==> src/pkg/pis_pkg.sv <==
// package: register map, field layout and types of the persistent interrupt flag block
package pis_pkg;

   // ----------------------------------------
   // register byte offsets
   // ----------------------------------------
   localparam logic [7:0] PIS_OFF_STATUS  = 8'h00;
   localparam logic [7:0] PIS_OFF_CLEAR   = 8'h04;
   localparam logic [7:0] PIS_OFF_ENABLE  = 8'h08;
   localparam logic [7:0] PIS_OFF_CONTROL = 8'h0C;
   localparam logic [7:0] PIS_OFF_LEVELS  = 8'h10;
   localparam logic [7:0] PIS_OFF_COND    = 8'h14;

   // ----------------------------------------
   // flag bit positions in status, clear, enable and condition
   // ----------------------------------------
   localparam int PIS_FLAG_COUNT    = 8;
   localparam int PIS_BIT_CAPTURE   = 0;
   localparam int PIS_BIT_SPI_RX    = 1;
   localparam int PIS_BIT_SPI_TX    = 2;
   localparam int PIS_BIT_SER_RX    = 3;
   localparam int PIS_BIT_SER_TX    = 4;
   localparam int PIS_BIT_ADC       = 5;
   localparam int PIS_BIT_PARALLEL  = 6;
   localparam int PIS_BIT_SER_ERR   = 7;

   // ----------------------------------------
   // level select field positions (two bits each) in the levels register
   // ----------------------------------------
   localparam int PIS_POS_CAPTURE_SEL = 0;
   localparam int PIS_POS_SPI_RX_SEL  = 2;
   localparam int PIS_POS_SPI_TX_SEL  = 4;
   localparam int PIS_POS_SER_RX_SEL  = 6;
   localparam int PIS_POS_SER_TX_SEL  = 8;

   // control register: bit 0 enables the serial port module
   localparam int PIS_POS_SER_ENABLE = 0;

   // ----------------------------------------
   // interrupt request numbers of the serial peripheral interface
   // ----------------------------------------
   localparam logic [7:0] PIS_IRQ_SPI_RX_DONE = 8'h18;
   localparam logic [7:0] PIS_IRQ_SPI_TX_DONE = 8'h19;

   // ----------------------------------------
   // reset values
   // ----------------------------------------
   localparam logic [31:0] PIS_RST_WORD = 32'h0000_0000;
   localparam logic [31:0] PIS_DECERR  = 32'h0000_0000;

   // ----------------------------------------
   // carriers
   // ----------------------------------------
   // first member is the top bit: listed high to low so the bits match the positions above
   typedef struct packed {
      logic       ser_err;
      logic       parallel;
      logic       adc;
      logic       ser_tx;
      logic       ser_rx;
      logic       spi_tx;
      logic       spi_rx;
      logic       capture;
   } pis_flags_t;

   typedef struct packed {
      logic [1:0] serial_tx_irq_level_select;
      logic [1:0] serial_rx_irq_level_select;
      logic [1:0] spi_tx_irq_level_select;
      logic [1:0] spi_rx_irq_level_select;
      logic [1:0] capture_irq_count_select;
   } pis_levels_t;

   // buffer fill counts reported by the peripherals
   typedef struct packed {
      logic [3:0] capture_count;
      logic [3:0] spi_rx_count;
      logic [3:0] spi_tx_free;
      logic [3:0] ser_rx_count;
      logic [3:0] ser_tx_free;
      logic [4:0] adc_unread;
      logic       parallel_pending;
   } pis_counts_t;

   typedef struct packed {
      logic       pready;
      logic [31:0] prdata;
      logic       pslverr;
   } pis_apb_rsp_t;

endpackage

==> src/rtl/pis_flags.sv <==
// persistent interrupt flag block: sticky flags held while source conditions stand
//
// Local design decisions: the register offsets and the APB interface to the registers.
`timescale 1ns/1ps
`default_nettype none
module pis_flags
   import pis_pkg::*;
(
   input  wire logic        pclk,
   input  wire logic        presetn,
   input  wire logic        psel,
   input  wire logic        penable,
   input  wire logic        pwrite,
   input  wire logic [7:0]  paddr,
   input  wire logic [31:0] pwdata,
   input  wire pis_counts_t counts,
   output logic             pready,
   output logic [31:0]      prdata,
   output logic             pslverr,
   output logic             irq,
   output logic [7:0]       spi_rx_irq_number,
   output logic [7:0]       spi_tx_irq_number,
   output pis_flags_t       irq_flags
);

   // ----------------------------------------
   // state
   // ----------------------------------------
   typedef struct packed {
      pis_flags_t   status;
      pis_flags_t   enable;
      pis_levels_t  levels;
      logic         ser_enable;
      pis_apb_rsp_t rsp;
      logic         irq;
      logic [7:0]   spi_rx_num;
      logic [7:0]   spi_tx_num;
   } pis_state_t;

   pis_state_t st;
   pis_state_t next_st;

   // ----------------------------------------
   // threshold decode
   // ----------------------------------------
   // level code n means: source active while count exceeds n (0 means any entry)
   function automatic logic pis_above(input logic [3:0] count, input logic [1:0] sel);
      pis_above = count > {2'h0, sel};
   endfunction

   logic       acc;
   logic       wr;
   pis_flags_t cond;
   logic [31:0] rdata;
   logic       hit;

   always_comb begin
      acc = psel & penable;
      wr  = acc & pwrite;

      // ----------------------------------------
      // source conditions
      // ----------------------------------------
      cond          = '0;
      cond.capture  = pis_above(counts.capture_count,
                                st.levels.capture_irq_count_select);
      cond.spi_rx   = pis_above(counts.spi_rx_count,
                                st.levels.spi_rx_irq_level_select);
      cond.spi_tx   = pis_above(counts.spi_tx_free,
                                st.levels.spi_tx_irq_level_select);
      cond.ser_rx   = pis_above(counts.ser_rx_count,
                                st.levels.serial_rx_irq_level_select);
      // tx free space counts from the moment the port is on, no write needed
      cond.ser_tx   = st.ser_enable & pis_above(counts.ser_tx_free,
                                st.levels.serial_tx_irq_level_select);
      cond.adc      = counts.adc_unread != 5'h00;
      cond.parallel = counts.parallel_pending;
      cond.ser_err  = 1'b0;

      // ----------------------------------------
      // read mux
      // ----------------------------------------
      hit   = 1'b1;
      rdata = PIS_RST_WORD;
      unique case (paddr)
         PIS_OFF_STATUS:  rdata = {24'h00_0000, st.status};
         PIS_OFF_CLEAR:   rdata = PIS_RST_WORD;
         PIS_OFF_ENABLE:  rdata = {24'h00_0000, st.enable};
         PIS_OFF_CONTROL: rdata = {31'h0000_0000, st.ser_enable};
         PIS_OFF_LEVELS:  rdata = {22'h00_0000, st.levels};
         PIS_OFF_COND:    rdata = {24'h00_0000, cond};
         default: begin
            hit   = 1'b0;
            rdata = PIS_DECERR;
         end
      endcase

      next_st = st;

      // ----------------------------------------
      // apb slave: zero wait states, answered in the first access cycle
      // ----------------------------------------
      next_st.rsp.pready  = psel & ~penable;
      next_st.rsp.prdata  = (psel & ~penable & ~pwrite) ? rdata : PIS_RST_WORD;
      next_st.rsp.pslverr = psel & ~penable & ~hit;

      if (wr & st.rsp.pready & hit) begin
         unique case (paddr)
            PIS_OFF_CLEAR: begin
               // a clear only lands on flags whose condition is gone
               next_st.status = st.status & ~(pwdata[7:0] & ~cond);
            end
            PIS_OFF_ENABLE:  next_st.enable = pwdata[7:0];
            PIS_OFF_CONTROL: next_st.ser_enable = pwdata[PIS_POS_SER_ENABLE];
            PIS_OFF_LEVELS:  next_st.levels = pwdata[9:0];
            default: begin
               next_st.enable = st.enable;
            end
         endcase
      end

      // set wins over clear; a standing condition sets every cycle
      next_st.status = next_st.status | cond;

      next_st.irq        = |(next_st.status & next_st.enable);
      next_st.spi_rx_num = PIS_IRQ_SPI_RX_DONE;
      next_st.spi_tx_num = PIS_IRQ_SPI_TX_DONE;
   end

   // ----------------------------------------
   // registers
   // ----------------------------------------
   always_ff @(posedge pclk or negedge presetn) begin
      if (!presetn) begin
         st <= '0;
      end else begin
         st <= next_st;
      end
   end

   // ----------------------------------------
   // outputs
   // ----------------------------------------
   // pready rises in the access cycle itself since it was computed in setup
   assign pready            = st.rsp.pready;
   assign prdata            = st.rsp.prdata;
   assign pslverr           = st.rsp.pslverr;
   assign irq               = st.irq;
   assign spi_rx_irq_number = st.spi_rx_num;
   assign spi_tx_irq_number = st.spi_tx_num;
   assign irq_flags         = st.status;

endmodule
`default_nettype wire

==> config.mk <==
export PLATFORM = sky130hd
export DESIGN_NAME = pis_flags
export DESIGN_NICKNAME = d
export VERILOG_FILES = /design/src/pkg/pis_pkg.sv /design/src/rtl/pis_flags.sv
export SDC_FILE = /design/constraint.sdc
export NUM_CORES = 1
export LEC_CHECK = 0
export BUFFER_PORTS_ARGS = -buffer_cell sky130_fd_sc_hd__buf_2
export CORE_MARGIN = 1
export CORE_UTILIZATION = 40
export DETAILED_ROUTE_END_ITERATION = 6
export PLACE_DENSITY = 0.8
export SLEW_MARGIN = 15
export SYNTH_ARGS = -nofsm -noshare
export SYNTH_HDL_FRONTEND = slang
export SYNTH_SLANG_ARGS = --single-unit
==> constraint.sdc <==
create_clock -name pclk -period 4.9 [get_ports pclk]
set_input_delay 0.735 -clock pclk [delete_from_list [all_inputs] [get_ports pclk]]
set_output_delay 0.735 -clock pclk [all_outputs]
set_load 0.005 [all_outputs]
==> flow_metrics.env, run 1 <==
export IMPL_synth_cell_types=40
export IMPL_slew_limit_headroom_pct=39.6
export IMPL_cts_hold_buffers_added=0
export IMPL_critPathSlowestCell="or3_1"
export IMPL_netlist_instances=249
export IMPL_slew_viol_final=0
export IMPL_first_global_vias=1704
export IMPL_cp_start_kind="input port"
export IMPL_dp_slack_ns=1.62
export IMPL_synth_avg_cell_area_um2=10.4
export IMPL_crit_type="in2reg"
export IMPL_gp_congestion=0.802
export IMPL_setup_ws_ns=1.90
export IMPL_final_common_cell="buf_2"
export IMPL_grt_antenna_before_repair=0
export IMPL_ys_ff_latch=41
export IMPL_rows=28
export IMPL_core_area_um2=6060
export IMPL_wirelength_um=5280
export IMPL_min_period_ns=3.00
export IMPL_critPathMaxStageDelay_ns=0.66
export IMPL_fin_hold_ws_ns=0.527
export IMPL_clock_latency_ns=0.30
export IMPL_post_cts_resized=0
export IMPL_cts_buffers=5
export IMPL_synth_edf_count=0
export IMPL_dr_wl_met2_um=2700
export IMPL_drive_gt1_share_pct=36.3
export IMPL_syn_area_um2=2580
export IMPL_routed_wl_met3_um=382
export IMPL_clockBufferDepth=2
export IMPL_die_w_um=82.3
export IMPL_grt_max_degree=42
export IMPL_worstHoldPathType="reg2reg"
export IMPL_fin_crit_sh_pct=61.1
export IMPL_design_area_um2=2830
export IMPL_cts_tree="built"
export IMPL_drt_met1_wl_um=2110
export IMPL_critPathCaptureType="flip-flop"
export IMPL_layout_common_cells="buf_2, dfrtp_1, conb_1, nand2_1"
export IMPL_layout_nets=380
export IMPL_grtUsageTotal_pct=16.5
export IMPL_cap_violations=0
export IMPL_critPathMaxFanout=10
export IMPL_synth_seq_area_share_pct=39.8
export IMPL_hpwl_um=4130
export IMPL_hold_viol=0
export IMPL_initial_core_util_pct=42.6
export IMPL_overflow=0
export IMPL_ios=130
export IMPL_irDropWorstVdd_mv=0.101
export IMPL_num_vias=1810
export IMPL_cts_htree_levels=2
export IMPL_synth_flop_cell="dfrtp_1"
export IMPL_io_buffers=74
export IMPL_die_y_um=82.3
export IMPL_die_area_um2=6770
export IMPL_fin_setup_tns_ns=0
export IMPL_path_clk_slew_ns=0.08
export IMPL_worstMarginPinSlew_ns=0.899
export IMPL_fin_skew_ns=0.00882
export IMPL_clock_root_buffer="clkbuf_8"
export IMPL_outcome="finished clean"
export IMPL_arrival_ns=3.18
export IMPL_max_freq_ghz=0.334
export IMPL_wl_per_cell_um=14.1
export IMPL_syn2layout_area_growth_pct=9.65
export IMPL_stdcell_count=375
export IMPL_crit_required_ns=5.08
export IMPL_drc_errors=0
export IMPL_cts_sinks=41
export IMPL_async_reset_ff_share_pct=100
export IMPL_ant_nets=0
export IMPL_finalSetupViolCount=0
export IMPL_grt_pass1_wl_um=8110
export IMPL_dp_cells=367
export IMPL_place_area_um2=2710
export IMPL_top_layer="met4"
export IMPL_first_pass_iters=4
export IMPL_diodes=0
export IMPL_post_cts_buffers=0
export IMPL_path_cells="buf_2, or4_4, or2_4, or3b_1, or3_1, mux2_4"
export IMPL_leakage_uw=0.00146
export IMPL_power_density_nw_per_um2=246
export IMPL_avgViaCountPerCell=4.83
export IMPL_drt_iter0_drc=74
export IMPL_rsz0062_at_grt="false"
export IMPL_yosys_warnings=0
[through the flow]
| step | utilization, % | total power, uW |
|---|---|---|
| 2_1_floorplan | - | 405 |
| 3_3_place_gp | 44.7 | 417 |
| 3_5_place_dp | 44.7 | 419 |
| 4_1_cts | 46.7 | 700 |
| 5_1_grt | 46.7 | 724 |
| 6_report | 46.7 | 695 |
[worst max-delay path: cells and delay by family]
family / cells / cell delay [ns]
simple gates: 4 / 1.93
buf+inv: 1 / 0.09
mux: 1 / 0.41
[cells by family (layout without fill, tap and decap cells)]
group	Yosys count	after routing	share of synthesized area [%]
buf+inv	75	94	19.4
fa+ha+maj	10	10	4.85
compound gates	34	34	9.51
mux	28	28	13.4
simple gates	59	59	12.8
flops	41	41	39.8
other cells	2	34	0.291
[power breakdown]
group,internal (uW),total (uW),switching (uW),leakage (uW)
Sequential,341,343,1.74,0.000537
Combinational,30.2,69.4,39.2,0.000861
Clock,166,283,117,0.0000574
Total,537,695,158,0.00146
[Yosys cell counts (2+ instances only)]
library cell   n  share of area, %
nor3_1         3              0.58
o21ai_0        5              0.97
a2bb2oi_1      4               1.4
a22oi_1        5               1.5
nor4_1         4              0.97
clkbuf_1       5              0.73
mux2_2        12               5.2
or3_1          5               1.2
a21o_1         7               2.0
ha_1          10               4.8
nor2b_1        6               1.5
nand3_1        2              0.39
mux2_4        10               5.8
dfrtp_1       41                40
nand2_1       14               2.0
nand2b_1       3              0.73
mux2i_1        6               2.3
nor2_1        12               1.7
a32oi_1        4               1.4
inv_1         12               1.7
a21oi_1        4              0.78
buf_4         56                16
conb_1         2              0.29
[area by class of cell]
cell class | count | area, um^2
fill | 588 | 3230
multi-input combinational | 165 | 1170
sequential | 41 | 1030
timing repair buffer | 74 | 370
tap | 75 | 93.8
clock buffer | 6 | 82.6
inverter | 12 | 45.0
clock inverter | 2 | 37.5
[path summary, 6_finish.rpt]
| kind | slack [ns] | cells after the start | from | endpoint |
|---|---|---|---|---|
| setup / recovery | 1.90 | 6 | paddr[1] | st[57]$_DFFE_PN0P_ |
| min in group asynchronous | 0.56 | 1 | presetn | st[54]$_DFFE_PN0P_ |
| max in group asynchronous | 3.79 | 1 | presetn | st[56]$_DFFE_PN0P_ |
| setup reg to reg | 2.75 | 6 | pready$_DFF_PN0_ | irq$_DFF_PN0_ |
| hold / removal | 0.53 | 1 | st[62]$_DFF_PN0_ | st[62]$_DFF_PN0_ |
| hold reg to reg | 0.53 | 1 | st[62]$_DFF_PN0_ | st[62]$_DFF_PN0_ |
[flip-flops by register name, indices dropped and copies added, names as in the netlist]
signal             count
irq                    1
pready                 1
prdata                10
pslverr                1
st                    19
irq_flags              8
spi_rx_irq_number      1
[per-layer routing]
metal,vias up,track usage [%]
li1,861,-
met1,865,18.9
met2,75,28.3
met3,9,4.51
met4,0,7.89
met5,-,0
Note: power is estimated with default switching activity, not from simulation.
==> run 2: changes to the inputs <==
--- a/config.mk
+++ b/config.mk
@@ -9,7 +9,7 @@
 export CORE_MARGIN = 1
 export CORE_UTILIZATION = 40
 export DETAILED_ROUTE_END_ITERATION = 6
-export PLACE_DENSITY = 0.8
+export PLACE_DENSITY = 0.82
 export SLEW_MARGIN = 15
 export SYNTH_ARGS = -nofsm -noshare
 export SYNTH_HDL_FRONTEND = slang
==> constraint.sdc (replaced) <==
create_clock -name pclk -period 2.52 [get_ports pclk]
set_input_delay 0.378 -clock pclk [delete_from_list [all_inputs] [get_ports pclk]]
set_output_delay 0.378 -clock pclk [all_outputs]
set_load 0.005 [all_outputs]
==> run 2 against run 1 <==
Against the previous run: global-route usage rose by 0.35 points; clock power rose by 92%; register-to-register slack got worse by 2.3 ns; hold slack got worse by 0.33 ns; sequential share of layout area fell by 0.98 points; final area rose by 2.8%; non-clock buffer count rose by 11; wire length rose by 1.2%; die area did not move; first-iteration DRC count rose by 39%; final cell count rose by 2.9%.
==> flow_metrics.env, run 2 (synthesized netlist as in run 1, its figures left out) <==
export IMPL_gp_congestion=0.785
export IMPL_design_area_um2=2910
export IMPL_critPathMaxStageDelay_ns=0.53
export IMPL_arrival_ns=2.50
export IMPL_fin_skew_ns=0.00470
export IMPL_layout_common_cells="buf_2, dfrtp_1, conb_1, nand2_1"
export IMPL_slew_viol_final=0
export IMPL_ios=130
export IMPL_gr_usage_met1_pct=20.6
export IMPL_drive_gt1_share_pct=38.3
export IMPL_r2r_start="st[57]$_DFFE_PN0P_"
export IMPL_post_cts_buffers=0
export IMPL_core_area_um2=6060
export IMPL_cts_hold_buffers_added=0
export IMPL_overflow=0
export IMPL_crit_required_ns=2.70
export IMPL_cp_startpoint="paddr[1]"
export IMPL_grtUsageMet2_pct=27.9
export IMPL_post_cts_resized=0
export IMPL_critPathSlowestCell="or4_4"
export IMPL_top_usage_layer="met2"
export IMPL_dp_slack_ns=-0.0937
export IMPL_final_common_cell="buf_2"
export IMPL_max_freq_ghz=0.430
export IMPL_slew_limit_headroom_pct=42.1
export IMPL_first_global_vias=1758
export IMPL_first_pass_iters=4
export IMPL_cp_start_kind="input port"
export IMPL_hpwl_um=4220
export IMPL_syn2layout_area_growth_pct=12.7
export IMPL_drt_iter0_drc=103
export IMPL_fin_crit_sh_pct=92.2
export IMPL_rows=28
export IMPL_initial_core_util_pct=42.6
export IMPL_num_vias=1870
export IMPL_cts_sinks=41
export IMPL_critPathMaxFanout=7
export IMPL_place_area_um2=2790
export IMPL_worstMarginPinSlew_ns=0.869
export IMPL_outcome="finished clean"
export IMPL_clockBufferDepth=2
export IMPL_cap_violations=0
export IMPL_drc_errors=0
export IMPL_hold_viol=0
export IMPL_io_buffers=74
export IMPL_clock_latency_ns=0.30
export IMPL_cts_buffers=5
export IMPL_avgViaCountPerCell=4.84
export IMPL_cts_htree_levels=2
export IMPL_power_density_nw_per_um2=464
export IMPL_clock_root_buffer="clkbuf_8"
export IMPL_worstHoldPathType="in2async"
export IMPL_grt_max_degree=42
export IMPL_grtUsageTotal_pct=16.9
export IMPL_fill_cells=565
export IMPL_met3_usage_pct=4.84
export IMPL_grt_pass1_wl_um=8340
export IMPL_layout_nets=391
export IMPL_die_area_um2=6770
export IMPL_critPathCaptureType="flip-flop"
export IMPL_cts_tree="built"
export IMPL_rsz0062_at_grt="false"
export IMPL_die_w_um=82.3
export IMPL_ant_nets=0
export IMPL_crit_type="in2reg"
export IMPL_regMostFlops="st"
export IMPL_min_period_ns=2.32
export IMPL_largest_reg_flops=19
export IMPL_grt_antenna_before_repair=0
export IMPL_wirelength_um=5340
export IMPL_wl_per_cell_um=13.8
export IMPL_path_cells="buf_2, or4_4, or2_4, or3b_1, or3_1, buf_4, mux2_4"
export IMPL_path_clk_slew_ns=0.07
export IMPL_fin_setup_tns_ns=0
export IMPL_irDropWorstVdd_mv=0.241
export IMPL_diodes=0
export IMPL_leakage_uw=0.00151
export IMPL_finalSetupViolCount=0
export IMPL_die_y_um=82.3
export IMPL_setup_ws_ns=0.197
## run 2: path summary, 6_finish.rpt
check / end / slack, ns / cells past startpoint
min in group pclk: st[60]$_DFFE_PN0P_ / 0.31 / 2
setup / recovery: st[57]$_DFFE_PN0P_ / 0.20 / 7
setup reg to reg: irq$_DFF_PN0_ / 0.46 / 8
hold / removal: irq_flags[2]$_DFF_PN0_ / 0.19 / 1
hold reg to reg: st[65]$_DFF_PN0_ / 0.53 / 1
max in group asynchronous: st[67]$_DFF_PN0_ / 1.78 / 1
## run 2: stage by stage
stage               total power [uW]  hold WS, ns  cells  util [%]
floorplan                        788       0.0824    281         -
global placement                 814        0.500    378      46.1
detailed placement               818        0.510    378      46.1
CTS                             1360        0.225    386      48.0
global route                    1410        0.274    386      48.0
finish                          1350        0.194    386      48.0
## run 2: final cells by class
type / instances / area [um^2] / area share, %
Clock inverter: 1 / 30.0 / 1.03
Multi-Input combinational cell: 165 / 1170 / 40.4
Tap cell: 75 / 93.8 / 3.23
Clock buffer: 7 / 86.3 / 2.97
Timing Repair Buffer: 85 / 453 / 15.6
Sequential cell: 41 / 1030 / 35.3
Inverter: 12 / 45.0 / 1.55
## run 2: layer usage
metal	vias up	part of all wire, %
met5	-	0
met4	0	2.0
met3	10	7.6
met2	81	49
met1	895	41
li1	884	-
## run 2: critical path, delay by kind of cell
| family | cells | cell delay (ns) |
|---|---|---|
| mux | 1 | 0.30 |
| simple gates | 4 | 1.52 |
| buf+inv | 2 | 0.30 |
## run 2: power by group
| part | internal (uW) | switching [uW] |
|---|---|---|
| sequential | 663 | 3.28 |
| clock | 323 | 220 |
| combinational | 60.8 | 77.9 |
| total | 1050 | 302 |
